$ cat src/core/dpc_pkg.sv
// package: register map, field layout, reset values and encodings of the clock control block
package dpc_pkg;

  // register byte offsets on the wishbone slave
  localparam logic [7:0] CLK_SEL_OFS    = 8'h00;
  localparam logic [7:0] TS_RATE_OFS    = 8'h04;
  localparam logic [7:0] TS_ADJ_OFS     = 8'h08;
  localparam logic [7:0] LOOP_BW_OFS    = 8'h0C;
  localparam logic [7:0] SLOPE_BASE_OFS = 8'h10;
  localparam logic [7:0] SRC_BASE_OFS   = 8'h20;
  localparam logic [7:0] DCO_BASE_OFS   = 8'h30;
  localparam logic [7:0] PS_MAIN_OFS    = 8'h40;
  localparam logic [7:0] PS_TIMER_OFS   = 8'h44;
  localparam logic [7:0] STATUS_OFS     = 8'h48;
  localparam logic [7:0] SYNTH_STRIDE   = 8'h04;

  // clock source select field
  localparam int CLK_SRC_LSB  = 0;
  localparam int TS_MODE_LSB  = 2;
  // slope limit config field: [9:5] mantissa, [4:0] exponent
  localparam int SLOPE_EXP_LSB  = 0;
  localparam int SLOPE_MANT_LSB = 5;
  localparam int BUILD_OUT_BIT  = 10;
  localparam int SLOPE_REF_BIT  = 11;
  // synthesizer source config field
  localparam int SYN_SRC_LSB = 0;
  localparam int SYN_INP_LSB = 2;
  // phase shift main config field
  localparam int PS_MODE_BIT  = 0;
  localparam int PS_START_BIT = 1;
  localparam int PS_SEL_LSB   = 4;
  localparam int PS_STEP_LSB  = 16;
  // phase shift timer config field
  localparam int PS_DUR_LSB   = 0;
  localparam int PS_STEPS_LSB = 24;

  // loop filter bandwidth in units of 0.01 mHz: 0.35 mHz .. 33 kHz, reset 3 Hz
  localparam logic [31:0] LOOP_BW_MIN   = 32'h0000_0023;
  localparam logic [31:0] LOOP_BW_MAX   = 32'hC4B2_0100;
  localparam logic [31:0] LOOP_BW_RESET = 32'h0004_93E0;

  // slope limit reset: 25 x 2^2 = 100 ppb
  localparam logic [9:0] SLOPE_RESET = 10'h322;

  typedef enum logic [1:0] {
    SRC_LINE_PLL = 2'b00,
    SRC_SEC_PLL  = 2'b01,
    SRC_SYNTH2   = 2'b10
  } dpc_clk_src_t;

  typedef enum logic [1:0] {
    TS_HYBRID   = 2'b00,
    TS_SW_RATE  = 2'b01,
    TS_DCO      = 2'b10,
    TS_ENSEMBLE = 2'b11
  } dpc_ts_mode_t;

  // synthesizer reference: free-run/dco, direct input clock, selection controller
  typedef enum logic [1:0] {
    SYN_FREE_RUN = 2'b00,
    SYN_INPUT    = 2'b01,
    SYN_CTRL     = 2'b10
  } dpc_syn_src_t;

  typedef enum logic [1:0] {
    PS_IDLE  = 2'b00,
    PS_RAMPU = 2'b01,
    PS_HOLD  = 2'b10,
    PS_RAMPD = 2'b11
  } dpc_ps_state_t;

  // wishbone request from the master
  typedef struct packed {
    logic        cyc;
    logic        stb;
    logic        we;
    logic [7:0]  adr;
    logic [3:0]  sel;
    logic [31:0] dat;
  } dpc_wb_req_t;

  // timestamp block control
  typedef struct packed {
    dpc_clk_src_t clkSel;
    dpc_ts_mode_t tsMode;
    logic         rateEn;
    logic [31:0]  rateCorr;
    logic         timeAdjStb;
    logic         phaseAdjStb;
    logic [31:0]  adjVal;
  } dpc_ts_ctl_t;

endpackage : dpc_pkg

$ cat src/core/dpc_clock_control.sv
// timestamp clock select, dpll loop filter, slope limit, phase shift and dco control
// Function
// - timestamp clock from line, secondary, synth2
// - hybrid: syncE rate, software-written time corrections
// - software rate mode applies programmed rate correction
// - dco mode steers synth2 frequency, phase adjust
// - ensemble: dco, fallback to mean of syncE and local reference when link lost
// - only legal source and mode pairs accepted
// - loop bandwidth held within 0.35 mHz..33 kHz
// - slope limiter bounds deviation versus chosen reference
// - slope limit is mantissa times two^exponent
// - without build-out original phase is restored
// - with build-out input phase step discarded
// - per-synthesizer slope limit and build-out config
// - mode A injects offset at filter input
// - mode B ramps up, holds, ramps down, unfiltered
// - mode and timer configs, selected synths together
// - per-synth dco offset added in every source mode
// - one independent dco controller per synthesizer
// - synthesizer may lock directly to input clock
//
// Our own choices: the Wishbone register port and the placing of the registers.
module dpc_clock_control import dpc_pkg::*; #(
  parameter int NSYN = 4,
  parameter int NINP = 4,
  parameter int DW   = 24
) (
  // clock, reset, clock enable
  input  wire logic                           core_clk,
  input  wire logic                           sys_rst,
  input  wire logic                           clkEn,
  // wishbone slave
  input  wire dpc_wb_req_t                    wbReq,
  output logic                                wbAck,
  output logic [31:0]                         wbDatO,
  // frequency deviations seen by the synthesizers
  input  wire logic signed [DW-1:0]           ctrlDev,
  input  wire logic signed [NINP-1:0][DW-1:0] inputDev,
  input  wire logic signed [DW-1:0]           holdoverFreq,
  input  wire logic signed [DW-1:0]           localRefFreq,
  input  wire logic signed [DW-1:0]           syncEFreq,
  input  wire logic                           ptpLinkLost,
  // timestamp block control
  output dpc_ts_ctl_t                         tsCtl,
  // loop filter and synthesizer controls
  output logic [31:0]                         loopBandwidth,
  output logic signed [NSYN-1:0][DW-1:0]      filterInject,
  output logic signed [NSYN-1:0][DW-1:0]      synthFreqOut,
  output logic [NSYN-1:0]                     slopeActive
);

  // synth2 drives the timestamp clock
  localparam int SYN2 = 1;

  typedef struct packed {
    logic                           ack;
    logic [31:0]                    rdat;
    dpc_clk_src_t                   clkSrc;
    dpc_ts_mode_t                   tsMode;
    logic                           selRejected;
    logic [31:0]                    rateCorr;
    logic [31:0]                    adjVal;
    logic                           timeAdjStb;
    logic                           phaseAdjStb;
    logic [31:0]                    loopBw;
    logic [NSYN-1:0][11:0]          slopeCfg;
    logic [NSYN-1:0][3:0]           synSrc;
    logic signed [NSYN-1:0][DW-1:0] dco;
    logic [31:0]                    psMain;
    logic [31:0]                    psTimer;
    dpc_ps_state_t                  psState;
    logic signed [DW-1:0]           psLevel;
    logic [23:0]                    psCount;
    logic [7:0]                     psSteps;
    logic signed [NSYN-1:0][DW-1:0] freq;
    logic signed [NSYN-1:0][DW-1:0] inject;
  } dpc_state_t;

  dpc_state_t stQ, stD;

  logic signed [NSYN-1:0][DW-1:0] slDevIn, slDevOut;
  logic [NSYN-1:0]                slAct;

  // legal pairs of timestamp clock source and operating mode
  function automatic logic modeLegal(input logic [1:0] src, input logic [1:0] mode);
    case (src)
      SRC_LINE_PLL: modeLegal = (mode == TS_HYBRID);
      SRC_SEC_PLL:  modeLegal = (mode == TS_SW_RATE);
      SRC_SYNTH2:   modeLegal = 1'b1;
      default:      modeLegal = 1'b0;
    endcase
  endfunction

  // byte-lane merge of a write into a stored word
  function automatic logic [31:0] laneMerge(input logic [31:0] old, input logic [31:0] nw, input logic [3:0] sel);
    for (int b = 0; b < 4; b++) begin
      laneMerge[8*b +: 8] = sel[b] ? nw[8*b +: 8] : old[8*b +: 8];
    end
  endfunction

  // hit on one synthesizer's copy of a per-synthesizer register
  function automatic logic synHit(input logic [7:0] adr, input logic [7:0] base, input int s);
    synHit = (adr == base + 8'(s) * SYNTH_STRIDE);
  endfunction

  // per-synthesizer slope limiters, each with its own configuration
  generate
    for (genvar s = 0; s < NSYN; s++) begin : g_syn
      dpc_slope_limit #(
        .DW(DW)
      ) u_slope (
        .core_clk        (core_clk),
        .sys_rst         (sys_rst),
        .clkEn           (clkEn),
        .slopeLimitField (stQ.slopeCfg[s][9:0]),
        .buildOutEn      (stQ.slopeCfg[s][BUILD_OUT_BIT]),
        .devIn           (slDevIn[s]),
        .devOut          (slDevOut[s]),
        .limitActive     (slAct[s])
      );
    end
  endgenerate

  // limiter input: deviation against holdover or local reference
  // both references arrive filtered; no smoothing here
  always_comb begin
    for (int s = 0; s < NSYN; s++) begin
      slDevIn[s] = ctrlDev - (stQ.slopeCfg[s][SLOPE_REF_BIT] ? localRefFreq : holdoverFreq);
    end
  end

  // register access, phase shift generator and synthesizer frequency
  always_comb begin
    logic [7:0]           a;
    logic [31:0]          wv;
    logic                 wr;
    logic                 legal;
    logic                 psModeB;
    logic signed [DW-1:0] step;
    logic signed [DW-1:0] base;
    logic signed [DW-1:0] shift;
    logic [1:0]           inp;
    a = wbReq.adr;
    wv = 32'h0000_0000;
    wr = 1'b0;
    legal = 1'b0;
    psModeB = stQ.psMain[PS_MODE_BIT];
    step = DW'(signed'(stQ.psMain[PS_STEP_LSB +: 16]));
    base = '0;
    shift = '0;
    inp = '0;
    stD = stQ;
    stD.ack = 1'b0;
    stD.timeAdjStb = 1'b0;
    stD.phaseAdjStb = 1'b0;

    // wishbone: one ack per request, dropped the cycle after
    if (wbReq.cyc && wbReq.stb && !stQ.ack) begin
      // registered ack: a request held over the ack edge is not taken twice
      stD.ack = 1'b1;
      stD.rdat = 32'h0000_0000;
      case (a)
        CLK_SEL_OFS: stD.rdat = {28'h000_0000, stQ.tsMode, stQ.clkSrc};
        TS_RATE_OFS: stD.rdat = stQ.rateCorr;
        TS_ADJ_OFS:  stD.rdat = stQ.adjVal;
        LOOP_BW_OFS: stD.rdat = stQ.loopBw;
        PS_MAIN_OFS: stD.rdat = stQ.psMain & ~(32'h0000_0001 << PS_START_BIT);
        PS_TIMER_OFS: stD.rdat = stQ.psTimer;
        STATUS_OFS: begin
          // read-only; [7:4] stay clear
          stD.rdat = {20'h0_0000, 4'(slAct), 4'h0, stQ.selRejected,
                      modeLegal(stQ.clkSrc, stQ.tsMode), stQ.psState};
        end
        default: begin
          // per-synthesizer registers repeat at one stride
          for (int s = 0; s < NSYN; s++) begin
            if (synHit(a, SLOPE_BASE_OFS, s))
              stD.rdat = {20'h0_0000, stQ.slopeCfg[s]};
            if (synHit(a, SRC_BASE_OFS, s))
              stD.rdat = {28'h000_0000, stQ.synSrc[s]};
            if (synHit(a, DCO_BASE_OFS, s))
              stD.rdat = 32'(stQ.dco[s]);
          end
        end
      endcase
    end
    // writes commit at the ack edge, while the master still holds the request
    wr = wbReq.cyc && wbReq.stb && wbReq.we && stQ.ack;

    // register writes; unmapped addresses are acked and dropped
    if (wr) begin
      case (a)
        CLK_SEL_OFS: begin
          wv = laneMerge({28'h000_0000, stQ.tsMode, stQ.clkSrc}, wbReq.dat, wbReq.sel);
          // an illegal pair leaves the previous selection in force
          legal = modeLegal(wv[CLK_SRC_LSB +: 2], wv[TS_MODE_LSB +: 2]);
          stD.selRejected = !legal;
          if (legal) begin
            stD.clkSrc = dpc_clk_src_t'(wv[CLK_SRC_LSB +: 2]);
            stD.tsMode = dpc_ts_mode_t'(wv[TS_MODE_LSB +: 2]);
          end
        end
        TS_RATE_OFS: stD.rateCorr = laneMerge(stQ.rateCorr, wbReq.dat, wbReq.sel);
        TS_ADJ_OFS: begin
          stD.adjVal = laneMerge(stQ.adjVal, wbReq.dat, wbReq.sel);
          // hybrid corrects time directly, dco modes nudge the phase
          stD.timeAdjStb = (stQ.tsMode == TS_HYBRID) || (stQ.tsMode == TS_SW_RATE);
          stD.phaseAdjStb = (stQ.tsMode == TS_DCO) || (stQ.tsMode == TS_ENSEMBLE);
        end
        LOOP_BW_OFS: begin
          wv = laneMerge(stQ.loopBw, wbReq.dat, wbReq.sel);
          // clamp, not reject: software always gets a usable filter
          if (wv < LOOP_BW_MIN)
            stD.loopBw = LOOP_BW_MIN;
          else if (wv > LOOP_BW_MAX)
            stD.loopBw = LOOP_BW_MAX;
          else
            stD.loopBw = wv;
        end
        PS_MAIN_OFS: begin
          wv = laneMerge(stQ.psMain, wbReq.dat, wbReq.sel);
          stD.psMain = wv;
          // start only from idle; a shift in flight runs to its end
          if (wv[PS_START_BIT] && stQ.psState == PS_IDLE) begin
            stD.psSteps = 8'h00;
            stD.psCount = stQ.psTimer[PS_DUR_LSB +: 24];
            if (wv[PS_MODE_BIT]) begin
              stD.psState = PS_RAMPU;
              stD.psLevel = '0;
            end else begin
              stD.psState = PS_HOLD;
              stD.psLevel = DW'(signed'(wv[PS_STEP_LSB +: 16]));
            end
          end
        end
        // a running up-ramp sees a new step count at once, the down-ramp does not; program before start
        PS_TIMER_OFS: stD.psTimer = laneMerge(stQ.psTimer, wbReq.dat, wbReq.sel);
        default: begin
          for (int s = 0; s < NSYN; s++) begin
            if (synHit(a, SLOPE_BASE_OFS, s))
              stD.slopeCfg[s] = 12'(laneMerge(32'(stQ.slopeCfg[s]), wbReq.dat, wbReq.sel));
            if (synHit(a, SRC_BASE_OFS, s))
              stD.synSrc[s] = 4'(laneMerge(32'(stQ.synSrc[s]), wbReq.dat, wbReq.sel));
            if (synHit(a, DCO_BASE_OFS, s))
              stD.dco[s] = DW'(laneMerge(32'(stQ.dco[s]), wbReq.dat, wbReq.sel));
          end
        end
      endcase
    end

    // phase shift sequencer; ramps take psTimer steps of one step each
    // the step count is eight bits, so a ramp has at most 255 steps
    case (stQ.psState)
      PS_IDLE: begin
        // a start written this cycle has already loaded the level
        if (stD.psState == PS_IDLE)
          stD.psLevel = '0;
      end
      PS_RAMPU: begin
        if (stQ.psSteps == stQ.psTimer[PS_STEPS_LSB +: 8]) begin
          stD.psState = PS_HOLD;
        end else begin
          stD.psLevel = stQ.psLevel + step;
          stD.psSteps = stQ.psSteps + 8'h01;
        end
      end
      PS_HOLD: begin
        if (stQ.psCount == 24'h00_0000) begin
          if (psModeB) begin
            stD.psState = PS_RAMPD;
          end else begin
            stD.psState = PS_IDLE;
            stD.psLevel = '0;
          end
        end else begin
          stD.psCount = stQ.psCount - 24'h00_0001;
        end
      end
      PS_RAMPD: begin
        if (stQ.psSteps == 8'h00) begin
          stD.psState = PS_IDLE;
          stD.psLevel = '0;
        end else begin
          stD.psLevel = stQ.psLevel - step;
          stD.psSteps = stQ.psSteps - 8'h01;
        end
      end
      default: stD.psState = PS_IDLE;
    endcase

    // synthesizer frequency: reference, own dco, phase shift
    for (int s = 0; s < NSYN; s++) begin
      shift = stQ.psMain[PS_SEL_LSB + s] ? stQ.psLevel : '0;
      inp = stQ.synSrc[s][SYN_INP_LSB +: 2];
      // direct input lock skips the limiter: input steps pass unbounded
      case (dpc_syn_src_t'(stQ.synSrc[s][SYN_SRC_LSB +: 2]))
        SYN_FREE_RUN: base = '0;
        SYN_INPUT:    base = inputDev[inp];
        SYN_CTRL:     base = slDevOut[s];
        default:      base = '0;
      endcase
      // ensemble with the timing link lost falls back to the mean of syncE and local reference
      if (s == SYN2 && stQ.tsMode == TS_ENSEMBLE && ptpLinkLost)
        base = DW'(((DW+1)'(syncEFreq) + (DW+1)'(localRefFreq)) >>> 1);
      // the timestamp clock is steered through synth2's own dco
      stD.freq[s] = base + stQ.dco[s] + ((psModeB && stQ.psState != PS_IDLE) ? shift : '0);
      // mode A moves only the filter input; the filter shapes the output
      stD.inject[s] = (!psModeB && stQ.psState == PS_HOLD) ? shift : '0;
    end
  end

  // single state register, frozen while the clock enable is low
  always_ff @(posedge core_clk or posedge sys_rst) begin
    if (sys_rst) begin
      // reset gives 3 Hz bandwidth and a 100 ppb slope
      stQ <= '0;
      stQ.loopBw <= LOOP_BW_RESET;
      for (int s = 0; s < NSYN; s++) begin
        stQ.slopeCfg[s] <= {2'b00, SLOPE_RESET};
      end
    end else if (clkEn) begin
      stQ <= stD;
    end
  end

  // outputs
  assign wbAck = stQ.ack;
  assign wbDatO = stQ.rdat;
  assign tsCtl.clkSel = stQ.clkSrc;
  assign tsCtl.tsMode = stQ.tsMode;
  // rate correction applies only in rate-control mode
  assign tsCtl.rateEn = (stQ.tsMode == TS_SW_RATE);
  assign tsCtl.rateCorr = stQ.rateCorr;
  assign tsCtl.timeAdjStb = stQ.timeAdjStb;
  assign tsCtl.phaseAdjStb = stQ.phaseAdjStb;
  assign tsCtl.adjVal = stQ.adjVal;
  assign loopBandwidth = stQ.loopBw;
  assign filterInject = stQ.inject;
  assign synthFreqOut = stQ.freq;
  assign slopeActive = slAct;

endmodule // dpc_clock_control

$ cat src/core/dpc_slope_limit.sv
// phase slope limiter with optional phase build-out for one synthesizer
module dpc_slope_limit import dpc_pkg::*; #(
  parameter int DW = 24
) (
  // clock and reset
  input  wire logic                 core_clk,
  input  wire logic                 sys_rst,
  input  wire logic                 clkEn,
  // configuration
  input  wire logic [9:0]           slopeLimitField,
  input  wire logic                 buildOutEn,
  // deviation in and limited deviation out
  input  wire logic signed [DW-1:0] devIn,
  output logic signed [DW-1:0]      devOut,
  output logic                      limitActive
);

  typedef struct packed {
    logic signed [DW+1:0] owed;
    logic signed [DW-1:0] out;
    logic                 active;
  } dpc_sl_state_t;

  dpc_sl_state_t stQ, stD;
  logic [36:0]          limWide;
  logic signed [DW+1:0] lim, want, clamped;

  // limit = mantissa * 2^exponent, saturated to the deviation range
  always_comb begin
    limWide = 37'(slopeLimitField[SLOPE_MANT_LSB +: 5]) << slopeLimitField[SLOPE_EXP_LSB +: 5];
    if (limWide > 37'((1 << (DW - 1)) - 1))
      lim = (DW+2)'((1 << (DW - 1)) - 1);
    else
      lim = (DW+2)'(limWide);
  end

  // owed phase is replayed only when build-out is off
  always_comb begin
    stD = stQ;
    want = (DW+2)'(devIn) + (buildOutEn ? '0 : stQ.owed);
    if (want > lim)
      clamped = lim;
    else if (want < -lim)
      clamped = -lim;
    else
      clamped = want;
    stD.out = DW'(clamped);
    stD.active = (want != clamped);
    // build-out drops the clipped phase instead of keeping it
    stD.owed = buildOutEn ? '0 : (want - clamped);
  end

  always_ff @(posedge core_clk or posedge sys_rst) begin
    if (sys_rst)
      stQ <= '0;
    else if (clkEn)
      stQ <= stD;
  end

  assign devOut = stQ.out;
  assign limitActive = stQ.active;

endmodule // dpc_slope_limit
$ cat config.mk
export PLATFORM = sky130hd
export DESIGN_NAME = dpc_clock_control
export DESIGN_NICKNAME = d
export VERILOG_FILES = /design/src/core/dpc_pkg.sv /design/src/core/dpc_clock_control.sv /design/src/core/dpc_slope_limit.sv
export SDC_FILE = /design/constraint.sdc
export NUM_CORES = 2
export LEC_CHECK = 0
export BUFFER_PORTS_ARGS = -buffer_cell sky130_fd_sc_hd__buf_2
export CORE_MARGIN = 10
export CORE_UTILIZATION = 42
export DETAILED_ROUTE_END_ITERATION = 10
export PLACE_DENSITY_LB_ADDON = 0.15
export SLEW_MARGIN = 25
export SYNTH_ARGS = -nofsm -noshare
export SYNTH_HDL_FRONTEND = slang
export SYNTH_SLANG_ARGS = --single-unit
export TNS_END_PERCENT = 50
$ cat constraint.sdc
create_clock -name core_clk -period 61.3 [get_ports core_clk]
set_input_delay 9.195 -clock core_clk [delete_from_list [all_inputs] [get_ports core_clk]]
set_output_delay 9.195 -clock core_clk [all_outputs]
set_load 0.01 [all_outputs]
# Word-level counts from Yosys, hierarchy flattened
# Cells that the tools add are included.
classes:
  n_addsub: 30
  magnitude_cmp: 18
  n_eq_ne: 42
  n_shift: 4
  muxes: 142
  bitwise_logic: 1
  reduce_logical: 67
ops:
  columns: ["cell", "n"]
  rows:
  - ["$mux 24", 31]
  - ["$mux 26", 22]
  - ["$mux 32", 16]
  - ["$mux 316", 1]
  - ["$mux 8", 30]
  - ["$pmux 32 s7", 1]
  - ["$add 24x24->24", 8]
  - ["$bmux 24 s2", 4]
  - ["$pmux 24 s2", 4]
  - ["$mux 160", 1]
  - ["$gt 37x23->1 const B", 4]
  - ["$shl 5x5->37", 4]
  - ["$reduce_and 5->1", 24]
  - ["$mux 58", 2]
  - ["$add 26x26->26", 4]
  - ["$gt 26x26->1", 4]
  - ["$lt 26x26->1", 4]
  - ["$ne 26x26->1", 4]
  - ["$neg 26->26", 4]
  - ["$sub 26x26->26", 4]
  - ["$pmux 24 s4", 1]
  - ["$sub 24x24->24", 4]
  - ["$eq 8x6->1 const B", 8]
  - ["$mux 12", 5]
  - ["35 further kinds", 110]
totals:
  regBits: 814
  out_inout_bits: 332
  word_cells: 375

# Logic depth before layout (Yosys ltp)
logic_depth:
  ltp_word: 15
  depth_mapped: 67
  ltp_nobuf: 62

# Modules after synthesis
# From an unflattened synthesis, not the netlist that was laid out.
hier_totals:
  cells_unflattened: 9666
  hier_area_um2: 83767.8
modules_own_cells:
  columns: ["mod", "instances", "cells_each", "area_per_inst_um2"]
  rows:
  - ["dpc_clock_control", 1, 4889, 47845.9]
  - ["dpc_slope_limit at g_syn[0].u_slope ...", 3, 1187, 8991.1]
  - ["dpc_slope_limit at g_syn[3].u_slope", 1, 1216, 8948.6]

# Worst setup path after synthesis
# OpenSTA, ideal clock, no wires.
synth_path:
  path_kind: "input to register"
  from: "input localRefFreq[0]"
  to: "register g_syn[0].u_slope.stQ[48] (netlist bit)"
  setup_ns: 0.132
  t_arrival_ns: 19.843
  setup_slack_ns: 41.326
  cell_stages: 62
  n_path_buf: 5
  cell_sequence: "mux2_2 -> ha_1 -> fa_1 -> nor2b_1 -> o21ai_0 -> a21boi_0 -> o21ai_0 -> a21boi_0 -> o21ai_0 -> a21boi_0 -> o21ai_0 -> a21boi_0 -> o21ai_0 -> a21oi_1 -> o21ai_0 -> nand2b_1 -> a21o_1 -> a21o_1 -> [... 26 more ...] -> nand2_1 -> a21oi_1 -> ha_1 -> inv_1 -> maj3_1 -> a21o_1 -> nand3_1 -> o22a_1 -> a41oi_1 -> a211oi_2 -> nor4_2 -> o41ai_1 -> a21o_1 -> o31ai_2 -> a31oi_1 -> nor2b_1 -> xor2_1 -> o2bb2ai_1"
synth_between:
  elab_chain_cells: 8
  elab_cells_between_ends: 9
synth_lines:
  columns: ["item", "line_no", "text"]
  rows:
  - ["start: declaration", "dpc_clock_control.sv:40", "input wire logic signed [DW-1:0] localRefFreq,"]
  - ["$mux 24 (*)", "dpc_clock_control.sv:128", "slDevIn[s] = ctrlDev - (stQ.slopeCfg[s][SLOPE_REF_BIT] ? localRefFreq : holdoverFreq);"]
  - ["$sub 24x24->24 (*)", "dpc_clock_control.sv:128", null]
  - ["$add 26x26->26 (*)", "dpc_slope_limit.sv:40", "want = (DW+2)'(devIn) + (buildOutEn ? '0 : stQ.owed);"]
  - ["$lt 26x26->1", "dpc_slope_limit.sv:43", "else if (want < -lim)"]
  - ["$mux 26", "dpc_slope_limit.sv:43", null]
  - ["$mux 26 (*)", "dpc_slope_limit.sv:41", "if (want > lim)"]
  - ["named net g_syn[0].u_slope.clamped[0]", "dpc_slope_limit.sv:26", "logic signed [DW+1:0] lim, want, clamped;"]
  - ["$sub 26x26->26 (*)", "dpc_slope_limit.sv:50", "stD.owed = buildOutEn ? '0 : (want - clamped);"]
  - ["$mux 26 (*)", "dpc_slope_limit.sv:50", null]
  - ["end signal: assignment", "dpc_slope_limit.sv:57", "stQ <= stD;"]
  - ["end: declaration", "dpc_slope_limit.sv:24", "dpc_sl_state_t stQ, stD;"]
# Mark *: on every way through the listed nets, which the timed path passes. The rest lies on a longest branch.
# A chain may end at the register's enable or synchronous reset.

# Worst setup path in the final report
layout_path:
  from: "input localRefFreq[0]"
  to: "register g_syn[3].u_slope.stQ[46] (netlist bit)"
layout_between:
  elab_chain_cells: 8
  elab_cells_between_ends: 9
layout_lines:
  columns: ["item", "line_no"]
  rows:
  - ["$mux 24 (*)", "dpc_clock_control.sv:128"]
  - ["$sub 24x24->24 (*)", "dpc_clock_control.sv:128"]
  - ["$add 26x26->26 (*)", "dpc_slope_limit.sv:40"]
  - ["$lt 26x26->1", "dpc_slope_limit.sv:43"]
  - ["$mux 26", "dpc_slope_limit.sv:43"]
  - ["$mux 26 (*)", "dpc_slope_limit.sv:41"]
  - ["named net g_syn[3].u_slope.clamped[0]", "dpc_slope_limit.sv:26"]
  - ["$sub 26x26->26 (*)", "dpc_slope_limit.sv:50"]
  - ["$mux 26 (*)", "dpc_slope_limit.sv:50"]
  - ["end signal: assignment", "dpc_slope_limit.sv:57"]
  - ["end: declaration", "dpc_slope_limit.sv:24"]
# Marks and branches as above.

==> summary.md <==
| Metric | Value |
|---|---|
| Clock Skew | `0.06851 ns` |
| Top-Level Pins | `575` |
| Util after Layout | `0.4588` |
| Most used DFF post-synth | `dfrtp_1` |
| Leak pwr | `40.26 nW` |
| Worst-skew pair later-pin latency | `0.79 ns` |
| Startpoint types | `input port` |
| Setup TNS | `0 ns` |
| Ys async rst share | `1.000` |
| CTS tree | `done` |
| Unrepaired setup endpoints after global routing | `no` |
| Netlist Area Pre-Place | `81,450 um^2` |
| Sequential share of the synthesized area | `0.2505` |
| Peak Freq | `46.81 MHz` |
| Footprint of the multi-input gates | `54,520 um^2` |
| Hold Violations, Final | `0` |
| Seq. cell area | `20,410 um^2` |
| H-tree levels | `3` |
| Met3 Use GR | `0.09747` |
| Detailed-route DRC error count | `0` |
| CTS Sinks | `814` |
| Worst Max-Slew Pin Slew | `1.198 ns` |
| Commonest non-fill, non-tap cells in the layout | `nor2_1, dfrtp_1, nand2_1, a21oi_1, ha_1` |
| Final min period | `21.36 ns` |
| Status | `completed` |
| Reg clk slew, reported paths | `0.07 ns` |
| Setup-failing EPs final | `0` |
| Tot Pwr | `6.563 mW` |
| CP arrival | `21.99 ns` |
| Core outline area | `192,800 um^2` |
| Fillcell total | `19.06k` |
| Drt wl/cell | `32.51 um` |
| Global-route usage over all layers | `0.3588` |
| Setup ws final | `39.94 ns` |
| Syn Inst Count | `9,558` |
| Internal power | `2.881 mW` |
| Commonest non-fill, non-tap cell in the layout | `nor2_1` |
| Element type at the critical path end | `flop` |
| Cell variety after synth | `145` |
| Vias in the first global route | `73.47k` |
| Pwr per Cell Area | `74.20 nW/um^2` |
| Grt met1 use | `0.4576` |
| Final Wtd Congestion | `1.014` |
| Iter 0 DRT Violations | `8,796` |
| Post_cts resized | `0` |
| Initial antenna violation count | `74` |
| Max Buffers Root-to-Sink | `3` |
| Post-CTS Setup Bufs | `0` |
| Pre-CTS worst setup slack | `39.38 ns` |
| Via density | `6.397` |
| Share of power burned in registers | `0.106` |
| MaxCap Viol Count | `0` |
| Max VDD drop | `0.00008698 V` |
| Number of flops mapped to enable cells by yosys | `0` |
| Layer with the highest usage | `met2` |
| Final Slew Violations | `0` |
| Syn avg cell area | `8.521 um^2` |
| Clk pwr share | `0.104` |
| I/O Buffers | `574` |
| First-pass GRT wire length | `557.0 mm` |
| Area Overhead vs Synth | `8.589%` |
| Nets | `10.54k` |
| Psw | `3.681 mW` |
| Die area | `211,900 um^2` |
| Gr ovfl total | `0` |
| # rows | `161` |
| Clock Tree Root | `clkbuf_16` |
| CP peak stage delay | `0.63 ns` |
| Relative slew slack | `0.1958` |
| Die Wd | `460.4 um` |
| Worst-path fanout max | `14` |
| TritonRoute pass-1 iters | `8` |
| CP max stage cell | `or2_1` |
| Most used cell, CP | `o21ai_0` |
| DR vias | `78.33k` |
| CP Class | `input port to flop` |
| Final period utilization | `0.3485` |
| ANT nets after route | `0` |
| Largest net degree at the start of global routing | `154` |
| Final wirelength | `398.1 mm` |
| Die Y | `460.4 um` |
| WP data required | `61.93 ns` |
| Starting Density | `0.4225` |
| Combinational share of power | `0.790` |
| Detailed Place HPWL | `317.6 mm` |
| Seq cells post-synth | `814` |
| Sw Share | `0.5609` |
| M2 GR Usage | `0.5484` |
| TritonCTS buffer count | `102` |
| Hold Buf Count CTS | `0` |
| YS warnings | `0` |
| Layout cell share with drive strength beyond 1 | `0.1665` |
| Hold Crit Class | `flop to flop` |
==> cell type report <==
type,instances,share of cell area
Clock buffer,140,0.03252
Timing Repair Buffer,769,0.04956
Inverter,571,0.02440
Tap cell,2526,0.03574
Clock inverter,50,0.009351
Multi-Input combinational cell,7333,0.6165
Antenna cell,42,0.001188
Sequential cell,814,0.2308
==> power groups by stage <==
stage          Clock [mW]  Combinational [mW]  Sequential, mW
2_1_floorplan           0                3.55           0.676
3_3_place_gp            0                5.03           0.700
3_5_place_dp            0                5.02           0.701
4_1_cts             0.688                5.07           0.693
5_1_grt             0.706                5.59           0.702
6_report            0.681                5.19           0.695
==> sequential cells by signal (all words and copies together), names as in the netlist <==
register                   count
wbAck                          1
synthFreqOut                  96
filterInject                  96
g_syn.u_slope.limitActive      4
wbDatO                        32
g_syn.u_slope.devOut          96
g_syn.u_slope.stQ            104
loopBandwidth                 32
stQ                          283
tsCtl                         70
==> worst max-delay path: cells and delay by family <==
| kind | cells | cell delay (ns) |
|---|---|---|
| AO/OA/AOI/OAI | 31 | 6.31 |
| XOR/XNOR | 4 | 0.76 |
| adder cells (fa/ha/maj) | 5 | 1.68 |
| buffers and inverters | 2 | 0.23 |
| multiplexers | 1 | 0.27 |
| AND/OR/NAND/NOR | 16 | 3.48 |
==> logic make-up (layout without fill, tap and decap cells) <==
logic type                 after synthesis  after routing  synth area share
and+or+nand+nor                       2536           2536            0.1478
other                                    1             54        0.00004604
muxes                                  611            611           0.09663
adders and majority gates              728            728            0.1211
buffers and inverters                 1422           1530           0.08234
AOI/OAI and AO/OA                     2899           2899            0.2421
DFF                                    814            814            0.2505
xor gates and xnor gates               547            547           0.05950
==> per-layer routing <==
| layer | part of all wire | up-vias | wire length, um |
|---|---|---|---|
| li1 | - | 34610 | - |
| met1 | 0.40 | 39060 | 160400 |
| met2 | 0.44 | 3889 | 173700 |
| met3 | 0.096 | 742 | 38410 |
| met4 | 0.064 | 34 | 25380 |
| met5 | 0.00064 | - | 253 |
==> final timing paths <==
path                            slack [ns]       startpoint                            to  cells after the start
worst max-delay path                 39.94  localRefFreq[0]      g_syn[3].u_slope.stQ[46]                     59
worst min-delay path                  0.46       wbDatO[11]                    wbDatO[11]                      2
worst max register to register       47.41         stQ[473]      g_syn[3].u_slope.stQ[46]                     58
worst min register to register        0.46       wbDatO[11]                    wbDatO[11]                      2
max in group asynchronous            48.85          sys_rst  g_syn[1].u_slope.limitActive                      6
min in group asynchronous             8.60          sys_rst    g_syn[3].u_slope.devOut[9]                      2
==> synth_stat cells (191+ instances only) <==
cell type | number | area [um^2]
mux2_2 | 353 | 3975
nand2_1 | 662 | 2485
xnor2_1 | 369 | 3232
a22oi_1 | 191 | 1434
dfrtp_1 | 790 | 19770
buf_4 | 338 | 2537
clkbuf_1 | 399 | 1498
ha_1 | 600 | 7507
o21ai_0 | 549 | 2748
inv_1 | 562 | 2110
a22o_1 | 197 | 1725
nor2_1 | 797 | 2992
a21oi_1 | 652 | 3263
==> metrics by stage <==
step	cell area [um^2]	hold WS, ns	instances
6_report	88440	0.4631	12250
4_1_cts	88260	0.4636	12200
3_3_place_gp	84540	0.4512	12010
2_1_floorplan	81490	0.4400	9569
3_5_place_dp	84550	0.4515	12010
5_1_grt	88400	0.4771	12230
Note: power is estimated with default switching activity, not from simulation.
